==> src/common/aaal_pkg.sv <==
// shared constants and types of the address acceptance logic
`default_nettype none
package aaal_pkg;
  // ****************************************************
  // widths
  // ****************************************************
  localparam int ADDR_W = 13;
  localparam int APB_AW = 12;
  localparam int EV_W   = 4;

  // ****************************************************
  // register byte offsets
  // ****************************************************
  localparam logic [APB_AW-1:0] CTRL_OFS = 12'h000;
  localparam logic [APB_AW-1:0] MASK_OFS = 12'h004;
  localparam logic [APB_AW-1:0] STAT_OFS = 12'h008;
  localparam logic [APB_AW-1:0] LAST_OFS = 12'h00c;

  // ****************************************************
  // control fields and reset values
  // ****************************************************
  localparam int ANALYZE_BIT = 0;
  localparam int GAIN_LSB    = 1;
  localparam int GAIN_W      = 3;
  localparam int GROUP_LSB   = 4;
  localparam int GROUP_W     = 4;
  localparam int OFFS_LSB    = 8;
  localparam int OFFS_W      = 7;
  localparam logic [31:0] CTRL_WMASK = 32'h00007fff;
  localparam logic [31:0] CTRL_RST   = 32'h00000000;
  localparam logic [EV_W-1:0] MASK_RST = 4'h0;

  // last-address register fields
  localparam int LAST_STORE_BIT = 16;
  localparam int LAST_DT_BIT    = 17;

  // status event bits
  localparam int EV_STORED = 0;
  localparam int EV_UNDER  = 1;
  localparam int EV_OVER   = 2;
  localparam int EV_INHIB  = 3;

  // ****************************************************
  // ceiling and offset steps
  // ****************************************************
  localparam logic [ADDR_W:0]    GROUP_MIN     = 14'h0020;
  localparam logic [GROUP_W-1:0] GROUP_MAX_SEL = 4'h8;
  localparam int OFFS_STEP_SH = 6;

  // ****************************************************
  // timing
  // ****************************************************
  localparam int CLK_MHZ          = 250;
  localparam int ACCEPT_DELAY_NS  = 1000;
  localparam int ACCEPT_DELAY_CYC = (ACCEPT_DELAY_NS * CLK_MHZ) / 1000;

  typedef enum logic [2:0] {
    ST_IDLE, ST_WAIT_PEAK, ST_INHIBIT, ST_RUNDOWN, ST_TEST, ST_HOLD
  } aaal_state_t;
endpackage
`default_nettype wire

==> src/aaal_accept_test.sv <==
// offset subtraction and underflow / overflow tests
`timescale 1ns/1ps
`default_nettype none
module aaal_accept_test (
  input  wire logic [aaal_pkg::ADDR_W:0]    i_raw,
  input  wire logic [aaal_pkg::OFFS_W-1:0]  i_offset_steps,
  input  wire logic [aaal_pkg::GROUP_W-1:0] i_group_sel,
  output logic      [aaal_pkg::ADDR_W-1:0]  o_corrected,
  output logic      [aaal_pkg::ADDR_W:0]    o_ceiling,
  output logic                              o_underflow,
  output logic                              o_overflow
);
  import aaal_pkg::*;
  localparam int PAD = ADDR_W + 2 - OFFS_W - OFFS_STEP_SH;
  logic [ADDR_W+1:0]  offs;
  logic [ADDR_W+1:0]  diff;
  logic [GROUP_W-1:0] sel;

  always_comb begin
    // offset in 64-channel steps, a plain shift
    offs = {{PAD{1'b0}}, i_offset_steps, {OFFS_STEP_SH{1'b0}}}; // see RQ8
    diff = {1'b0, i_raw} - offs; // see RQ12
    // settings past the largest ceiling clamp to it
    sel = (i_group_sel > GROUP_MAX_SEL) ? GROUP_MAX_SEL : i_group_sel;
    o_ceiling = GROUP_MIN << sel; // see RQ2
    o_underflow = diff[ADDR_W+1]; // see RQ13
    o_corrected = diff[ADDR_W-1:0];
    // scaler overflow always rejects, whatever the offset
    o_overflow = !o_underflow &&
                 (i_raw[ADDR_W] || (diff[ADDR_W:0] >= o_ceiling)); // see RQ3
  end
endmodule
`default_nettype wire

==> src/aaal_delay_timer.sv <==
// one-shot delay: done pulse so that action lands CYCLES edges after start
`timescale 1ns/1ps
`default_nettype none
module aaal_delay_timer #(
  parameter int CYCLES = aaal_pkg::ACCEPT_DELAY_CYC
) (
  input  wire logic i_ref_clk,
  input  wire logic i_reset,
  input  wire logic i_start,
  output logic      o_done
);
  import aaal_pkg::*;
  localparam int CW = $clog2(CYCLES + 1);
  localparam logic [CW-1:0] LOAD = CW'(CYCLES - 1);
  localparam logic [CW-1:0] ONE  = CW'(1);
  logic [CW-1:0] cnt;
  logic [CW-1:0] next_cnt;
  logic          next_done;

  always_comb begin
    next_cnt  = cnt;
    next_done = 1'b0;
    if (i_start) begin
      next_cnt = LOAD;
    end else if (cnt != '0) begin
      next_cnt  = cnt - ONE;
      next_done = (cnt == ONE);
    end
  end

  always_ff @(posedge i_ref_clk) begin
    if (i_reset) begin
      cnt    <= '0;
      o_done <= 1'b0;
    end else begin
      cnt    <= next_cnt;
      o_done <= next_done;
    end
  end
endmodule
`default_nettype wire

==> src/aaal_top.sv <==
// converter address acceptance logic with apb registers
//
// Added by the designer: the APB register port and the placing of the registers.
`timescale 1ns/1ps
`default_nettype none
// Operation
// RQ1 - reject addresses above the channel ceiling
// RQ2 - ceiling doubles from 32 to 8192
// RQ3 - overflow tested after conversion, on corrected address
// RQ4 - off setting holds converter in reset
// RQ5 - offset applied after conversion, timing unchanged
// RQ6 - upper threshold blocks conversion start
// RQ7 - both tests applied, failures discarded
// RQ8 - offset, gain, ceiling in binary steps
// RQ9 - memory side: address, store, clear, dead time
// RQ10 - store after 1 us, held until clear
// RQ11 - reject shows address 1 us, self clears
// RQ12 - subtract offset in 64 steps, negative underflows
// RQ13 - borrow is underflow, 13-bit compare; the code compares 14 bits of the difference with the ceiling
// RQ14 - dead time from start until address cleared
module aaal_top (
  input  wire logic                        i_ref_clk,
  input  wire logic                        i_reset,
  input  wire logic                        i_psel,
  input  wire logic                        i_penable,
  input  wire logic                        i_pwrite,
  input  wire logic [aaal_pkg::APB_AW-1:0] i_paddr,
  input  wire logic [31:0]                 i_pwdata,
  output logic      [31:0]                 o_prdata,
  output logic                             o_pready,
  output logic                             o_pslverr,
  input  wire logic                        i_lower_threshold_gate,
  input  wire logic                        i_upper_threshold_gate,
  input  wire logic                        i_peak_detect,
  input  wire logic                        i_rundown_end,
  input  wire logic                        i_clear,
  output logic      [aaal_pkg::ADDR_W-1:0] o_address,
  output logic                             o_store,
  output logic                             o_dead_time_flag,
  output logic                             o_converter_reset,
  output logic      [aaal_pkg::GAIN_W-1:0] o_gain_select,
  output logic                             o_irq
);
  import aaal_pkg::*;
  localparam logic [ADDR_W:0] SCALER_ONE = 14'h0001;

  logic [31:0]       ctrl;
  logic [31:0]       next_ctrl;
  logic [EV_W-1:0]   mask;
  logic [EV_W-1:0]   next_mask;
  logic [EV_W-1:0]   status;
  logic [EV_W-1:0]   next_status;
  logic [EV_W-1:0]   events;
  logic [31:0]       next_prdata;
  logic              next_pready;
  logic              next_pslverr;
  logic              next_irq;
  logic              apb_done;
  aaal_state_t       state;
  aaal_state_t       next_state;
  logic [ADDR_W:0]   scaler;
  logic [ADDR_W:0]   next_scaler;
  logic [ADDR_W-1:0] next_address;
  logic              next_store;
  logic              next_dt;
  logic              lower_q;
  logic              analyze;
  logic              rundown_done;
  logic              timer_done;
  logic [ADDR_W-1:0] corrected;
  logic [ADDR_W:0]   ceiling;
  logic              underflow;
  logic              overflow;

  // ****************************************************
  // apb slave: setup, one wait cycle, then ready
  // ****************************************************
  assign apb_done = i_psel && i_penable && o_pready;

  always_comb begin
    next_ctrl    = ctrl;
    next_mask    = mask;
    next_status  = status;
    next_pready  = i_psel && i_penable && !o_pready;
    next_prdata  = 32'h00000000;
    next_pslverr = 1'b0;
    if (next_pready) begin
      case (i_paddr)
        CTRL_OFS: next_prdata = ctrl;
        MASK_OFS: next_prdata = {{(32-EV_W){1'b0}}, mask};
        STAT_OFS: next_prdata = {{(32-EV_W){1'b0}}, status};
        LAST_OFS: next_prdata = {14'h0000, o_dead_time_flag, o_store,
                                 3'h0, o_address};
        default:  next_pslverr = 1'b1;
      endcase
    end
    if (apb_done && i_pwrite && i_paddr == CTRL_OFS) begin
      next_ctrl = i_pwdata & CTRL_WMASK;
    end
    if (apb_done && i_pwrite && i_paddr == MASK_OFS) begin
      next_mask = i_pwdata[EV_W-1:0];
    end
    // only the bits that were returned are cleared; new events win
    if (apb_done && !i_pwrite && i_paddr == STAT_OFS) begin
      next_status = status & ~o_prdata[EV_W-1:0];
    end
    next_status = next_status | events;
    next_irq    = |(next_status & next_mask);
  end

  always_ff @(posedge i_ref_clk) begin
    if (i_reset) begin
      ctrl          <= CTRL_RST;
      mask          <= MASK_RST;
      status        <= '0;
      o_prdata      <= 32'h00000000;
      o_pready      <= 1'b0;
      o_pslverr     <= 1'b0;
      o_irq         <= 1'b0;
      o_gain_select <= CTRL_RST[GAIN_LSB +: GAIN_W];
    end else begin
      ctrl          <= next_ctrl;
      mask          <= next_mask;
      status        <= next_status;
      o_prdata      <= next_prdata;
      o_pready      <= next_pready;
      o_pslverr     <= next_pslverr;
      o_irq         <= next_irq;
      o_gain_select <= next_ctrl[GAIN_LSB +: GAIN_W]; // see RQ8
    end
  end

  // ****************************************************
  // acceptance tests and delay
  // ****************************************************
  aaal_accept_test aaal_accept_test_inst (
    .i_raw          (scaler),
    .i_offset_steps (ctrl[OFFS_LSB +: OFFS_W]),
    .i_group_sel    (ctrl[GROUP_LSB +: GROUP_W]),
    .o_corrected    (corrected),
    .o_ceiling      (ceiling),
    .o_underflow    (underflow),
    .o_overflow     (overflow)
  );

  assign analyze      = ctrl[ANALYZE_BIT];
  assign rundown_done = (state == ST_RUNDOWN) && i_rundown_end && analyze;

  aaal_delay_timer #(
    .CYCLES (ACCEPT_DELAY_CYC)
  ) aaal_delay_timer_inst (
    .i_ref_clk (i_ref_clk),
    .i_reset   (i_reset),
    .i_start   (rundown_done),
    .o_done    (timer_done)
  );

  // ****************************************************
  // conversion sequence
  // ****************************************************
  always_comb begin
    next_state   = state;
    next_scaler  = scaler;
    next_address = o_address;
    next_store   = o_store;
    events       = '0;
    unique case (state)
      ST_IDLE: begin
        if (i_lower_threshold_gate && !lower_q) begin
          next_state = ST_WAIT_PEAK;
        end
      end
      ST_WAIT_PEAK: begin
        if (i_upper_threshold_gate) begin
          next_state       = ST_INHIBIT; // see RQ6
          events[EV_INHIB] = 1'b1;
        end else if (!i_lower_threshold_gate) begin
          next_state = ST_IDLE;
        end else if (i_peak_detect) begin
          next_state  = ST_RUNDOWN;
          next_scaler = '0;
        end
      end
      ST_INHIBIT: begin
        // dead time lasts while the pulse stays above the lower level
        if (!i_lower_threshold_gate) begin
          next_state = ST_IDLE;
        end
      end
      ST_RUNDOWN: begin
        // scaler is independent of the offset setting
        if (i_rundown_end) begin
          next_state = ST_TEST; // see RQ5
        end else if (!scaler[ADDR_W]) begin
          next_scaler = scaler + SCALER_ONE;
        end
      end
      ST_TEST: begin
        next_address = corrected; // see RQ9
        if (timer_done) begin
          if (underflow || overflow) begin
            next_state       = ST_IDLE; // see RQ7
            next_address     = '0; // see RQ11
            events[EV_UNDER] = underflow;
            events[EV_OVER]  = overflow; // see RQ1
          end else begin
            next_state        = ST_HOLD;
            next_store        = 1'b1; // see RQ10
            events[EV_STORED] = 1'b1;
          end
        end
      end
      ST_HOLD: begin
        if (i_clear) begin
          next_state   = ST_IDLE; // see RQ10
          next_store   = 1'b0;
          next_address = '0;
        end
      end
    endcase
    if (!analyze) begin
      next_state   = ST_IDLE; // see RQ4
      next_scaler  = '0;
      next_address = '0;
      next_store   = 1'b0;
      events       = '0;
    end
    next_dt = (next_state != ST_IDLE); // see RQ14
  end

  always_ff @(posedge i_ref_clk) begin
    if (i_reset) begin
      state             <= ST_IDLE;
      scaler            <= '0;
      lower_q           <= 1'b0;
      o_address         <= '0;
      o_store           <= 1'b0;
      o_dead_time_flag  <= 1'b0;
      o_converter_reset <= 1'b1;
    end else begin
      state             <= next_state;
      scaler            <= next_scaler;
      lower_q           <= i_lower_threshold_gate;
      o_address         <= next_address;
      o_store           <= next_store;
      o_dead_time_flag  <= next_dt;
      o_converter_reset <= !analyze; // see RQ4
    end
  end

  logic [ADDR_W+1:0] offs_chan;
  assign offs_chan = {2'b00, ctrl[OFFS_LSB +: OFFS_W], 6'h00};
endmodule
`default_nettype wire

==> config.mk <==
export PLATFORM = sky130hd
export DESIGN_NAME = aaal_top
export DESIGN_NICKNAME = d
export VERILOG_FILES = /design/src/common/aaal_pkg.sv /design/src/aaal_accept_test.sv /design/src/aaal_delay_timer.sv /design/src/aaal_top.sv
export SDC_FILE = /design/constraint.sdc
export NUM_CORES = 1
export LEC_CHECK = 0
export BUFFER_PORTS_ARGS = -buffer_cell sky130_fd_sc_hd__buf_2
export CORE_MARGIN = 1.5
export CORE_UTILIZATION = 48
export DETAILED_ROUTE_END_ITERATION = 16
export MAX_ROUTING_LAYER = met4
export PLACE_DENSITY = 0.76
export SKIP_LAST_GASP = 1
export SLEW_MARGIN = 20
export SYNTH_ARGS = -nofsm -noshare
export SYNTH_HDL_FRONTEND = slang
export SYNTH_SLANG_ARGS = --single-unit
==> constraint.sdc <==
create_clock -name i_ref_clk -period 3.3 [get_ports i_ref_clk]
set_input_delay 0.33 -clock i_ref_clk [delete_from_list [all_inputs] [get_ports i_ref_clk]]
set_output_delay 0.33 -clock i_ref_clk [all_outputs]
set_load 0.02 [all_outputs]
==> flow_summary_export.csv <==
group,metric,value,unit
power,clock_power_share,0.347,
die,ios,108,
synth,ys_warn_count,0,
clocking,clk_root_buffer_cell,"clkbuf_8",
layout,fill_cells,775,
power,p_leak,2.10,nW
sta,finalCriticalPeriod,3.28,ns
sta,rsz0062_at_grt,"true",
setup_path,cp.arrival,3.58,ns
layout,fin_cells,689,
layout,diodes,0,
power,power,2.24,mW
flow_run,max-cap-violations,0,
die,fp.dieH,96.8,µm
place,io_buffers,75,
synth,synth-async-reset-ratio,0,
setup_path,crit_path_end_kind,"flip-flop",
layout,area_delta_synth_final,19.4,%
global_route,grt_pass1_vias,3552,
place,hpwl,7640,µm
setup_path,crit_type,"flip-flop to flip-flop",
drt,wl_per_cell,15.4,µm
power,p_switching,0.629,mW
clocking,clk_pin_slew,0.09,ns
drt,drt_iter0_drc,189,
power,p_comb_frac,0.152,
global_route,grt_first_pass_wirelength,16800,µm
power,p_int,1.61,mW
drt,vias,3826,
setup_path,required,3.60,ns
clocking,hold_buffers,0,
clocking,cts-htree-levels,3,
sta,worstMarginPinSlew,0.818,ns
min_path,hold_path_class,"input pin to flip-flop",
setup_path,critPathLaunchType,"flip-flop",
sta,maxSlewHeadroom,0.453,
min_path,hold_end,"ctrl[7]",
layout,drive_gt1_frac,0.253,
min_path,worstHoldStart,"i_pwdata[7]",
synth,synth_edf_count,0,
drt,drc_errors,0,
die,initial_utilization,0.489,
synth,syn_inst,488,
drt,drt_first_pass_iters,5,
place,place_congestion,0.946,
clocking,clockBufferDepth,2,
layout,fin_nets,651,
run_status,status,"completed",
die,dieArea,0.00937,mm²
die,die_w,96.8,µm
sta,finalHoldViolCount,0,
drt,via_per_inst,5.55,
global_route,grt_usage,0.227,
sta,clock.fmax,0.305,GHz
power,p_seq_frac,0.501,
die,rows,34,
sta,setup_viol,0,
setup_path,r2r_start,"scaler[6]",
min_path,min_path_cells,3,
sta,maxSlewViolCount,0,
setup_path,startpoint,"scaler[6]",
global_route,grt_antenna_before_repair,0,
setup_path,critical_path.reg2reg.endpoint,"o_address[7]",
setup_path,reg2reg_slack,0.02,ns
synth,ys_seq_area_frac,0.408,
clocking,worstSkewPairLatency,0.36,ns
global_route,grt_max_degree,32,
clocking,cts_tree,"done",
setup_path,reg2reg_depth,16,
setup_path,crit_fanout,6,
clocking,cts.sinks,86,
synth,syn-cell-area,0.00422,mm²
drt,wl,10600,µm
power,p_sw_frac,0.280,
sta,post-route-period-util,0.994,
power,ir_worst_vdd,0.271,mV
synth,ys.flop_type,"dfxtp_1",
die,core,0.00864,mm²
power,p_per_area,445,mW/mm²
synth,ys_ff_latch,86,
place,dp_cells,668,
global_route,gr-total-overflow,0,
sta,worst_clock_skew,0.0121,ns
synth,avgSynthCellArea,8.65,µm²
drt,ant_nets,0,
clocking,cts_inserted_buffers,9,
synth,ys_types,56,
-- critical path: stages, from the launching register on --
cell and delay, ns:
dfxtp_2 0.33, inv_2 0.07, ha_4 0.13, inv_2 0.03
fa_2 0.34, a211oi_2 0.22, nor2_1 0.09, o21a_1 0.17
nor2_1 0.12, xnor2_1 0.17, ha_1 0.31, a21oi_2 0.16
o221ai_2 0.13, a211o_1 0.30, o21ai_2 0.22, and3_4 0.27
a22o_1 0.15
-- layout by cell type, fill, tap and decap left out, types with 4 or more instances in the layout --
master / instances
nand2_1: 53
or3_1: 8
ha_1: 19
xor2_1: 5
nor2_1: 49
inv_1: 23
nand4_1: 5
and3_1: 8
and2_1: 6
o21ai_0: 12
buf_2: 75
buf_4: 22
nand2b_1: 6
dfxtp_1: 83
o211ai_1: 4
nor4_1: 5
a21oi_1: 36
a22o_1: 12
xnor2_1: 12
conb_1: 15
clkbuf_8: 10
a211oi_2: 4
a22oi_1: 9
nor2b_1: 11
nor3_1: 9
nand3_1: 13
mux4_2: 4
-- power groups by stage --
stage / Sequential, mW / Clock [mW] / Combinational (mW)
2_1_floorplan: 1.14 / 0 / 0.278
5_1_grt: 1.13 / 0.824 / 0.383
3_3_place_gp: 1.14 / 0 / 0.320
6_report: 1.12 / 0.779 / 0.342
3_5_place_dp: 1.15 / 0 / 0.334
4_1_cts: 1.12 / 0.789 / 0.342
-- metrics by stage --
stage | TNS (ns) | hold slack [ns] | utilization | instance area, µm² | setup WS [ns]
floorplan | 0 | 0.432 | - | 4270 | 0.00597
global placement | -1.49 | 0.426 | 0.547 | 4730 | -0.125
detailed placement | -3.43 | 0.430 | 0.547 | 4730 | -0.279
CTS | 0 | 0.186 | 0.578 | 4990 | 0.00177
global route | -1.02 | 0.201 | 0.584 | 5040 | -0.103
finish | 0 | 0.200 | 0.584 | 5040 | 0.0194
-- flip-flops by register name, summed over array words and instances, names as in the netlist, 3 cells and up --
name / count
aaal_delay_timer_inst.cnt: 8
ctrl: 15
mask: 4
o_address: 13
o_prdata: 17
scaler: 14
state: 3
status: 4
-- cell type report --
type,count,area [µm²],share of cell area
Sequential cell,86,1730,0.342
Inverter,25,93.8,0.0186
Tap cell,108,135,0.0268
Multi-Input combinational cell,357,2340,0.464
Clock buffer,10,138,0.0273
Timing Repair Buffer,97,541,0.107
Clock inverter,6,68.8,0.0136
-- synthesized netlist by cell type (all sizes together) (3+ instances only) --
| library cell | number | share of area |
|---|---|---|
| o21a | 3 | 0.0053 |
| inv | 25 | 0.022 |
| a211oi | 5 | 0.010 |
| xor2 | 5 | 0.010 |
| a22o | 12 | 0.025 |
| mux4 | 4 | 0.021 |
| o211ai | 4 | 0.0071 |
| clkbuf | 14 | 0.012 |
| nand3 | 14 | 0.017 |
| and2 | 6 | 0.0089 |
| a211o | 3 | 0.0062 |
| or3 | 8 | 0.012 |
| a41oi | 3 | 0.0062 |
| nand2b | 6 | 0.0089 |
| nor2 | 49 | 0.044 |
| a21oi | 38 | 0.048 |
| nand2 | 53 | 0.047 |
| xnor2 | 12 | 0.025 |
| buf | 21 | 0.035 |
| nor4 | 5 | 0.0074 |
| o21ai | 14 | 0.017 |
| nand4 | 6 | 0.010 |
| nor2b | 11 | 0.016 |
| and3 | 9 | 0.013 |
| dfxtp | 86 | 0.41 |
| ha | 20 | 0.059 |
| a22oi | 9 | 0.016 |
| nor3b | 4 | 0.0083 |
| nor3 | 10 | 0.012 |
-- cells by family (layout without fill, tap and decap cells) --
logic type	count (synthesis)	count (layout)	share of synthesized area
DFF	86	86	0.408
adders and majority gates	21	21	0.0640
other	1	15	0.000888
buffers and inverters	60	138	0.0699
and+or+nand+nor	191	192	0.225
xor gates and xnor gates	17	17	0.0353
AOI/OAI and AO/OA	104	104	0.165
muxes	8	8	0.0314
-- routing by layer --
metal  global-route usage  up-vias  wire length (µm)
li1                     -     1850                 -
met2                0.362      150              4990
met4               0.0780        0               210
met3               0.0455       22               606
met1                0.288     1804              4770
met5                    -        -                 0
-- how the worst max path moves through the flow --
stage / endpoint / slack, ns / cells past startpoint
finish: o_address[7] / 0.02 / 16
global route: o_dead_time_flag / -0.10 / 16
CTS: o_dead_time_flag / 0.002 / 16
detailed placement: o_address[7] / -0.28 / 16
global placement: o_address[5] / -0.12 / 16
floorplan: o_address[11] / 0.006 / 17
-- repair_timing --
action	4_1_cts	5_1_grt
gates cloned	0	1
setup endpoints to repair	18	17
pin swaps	7	6
gates resized for setup	15	7
buffers inserted	2	3
Power figures use the tool's default switching activity.
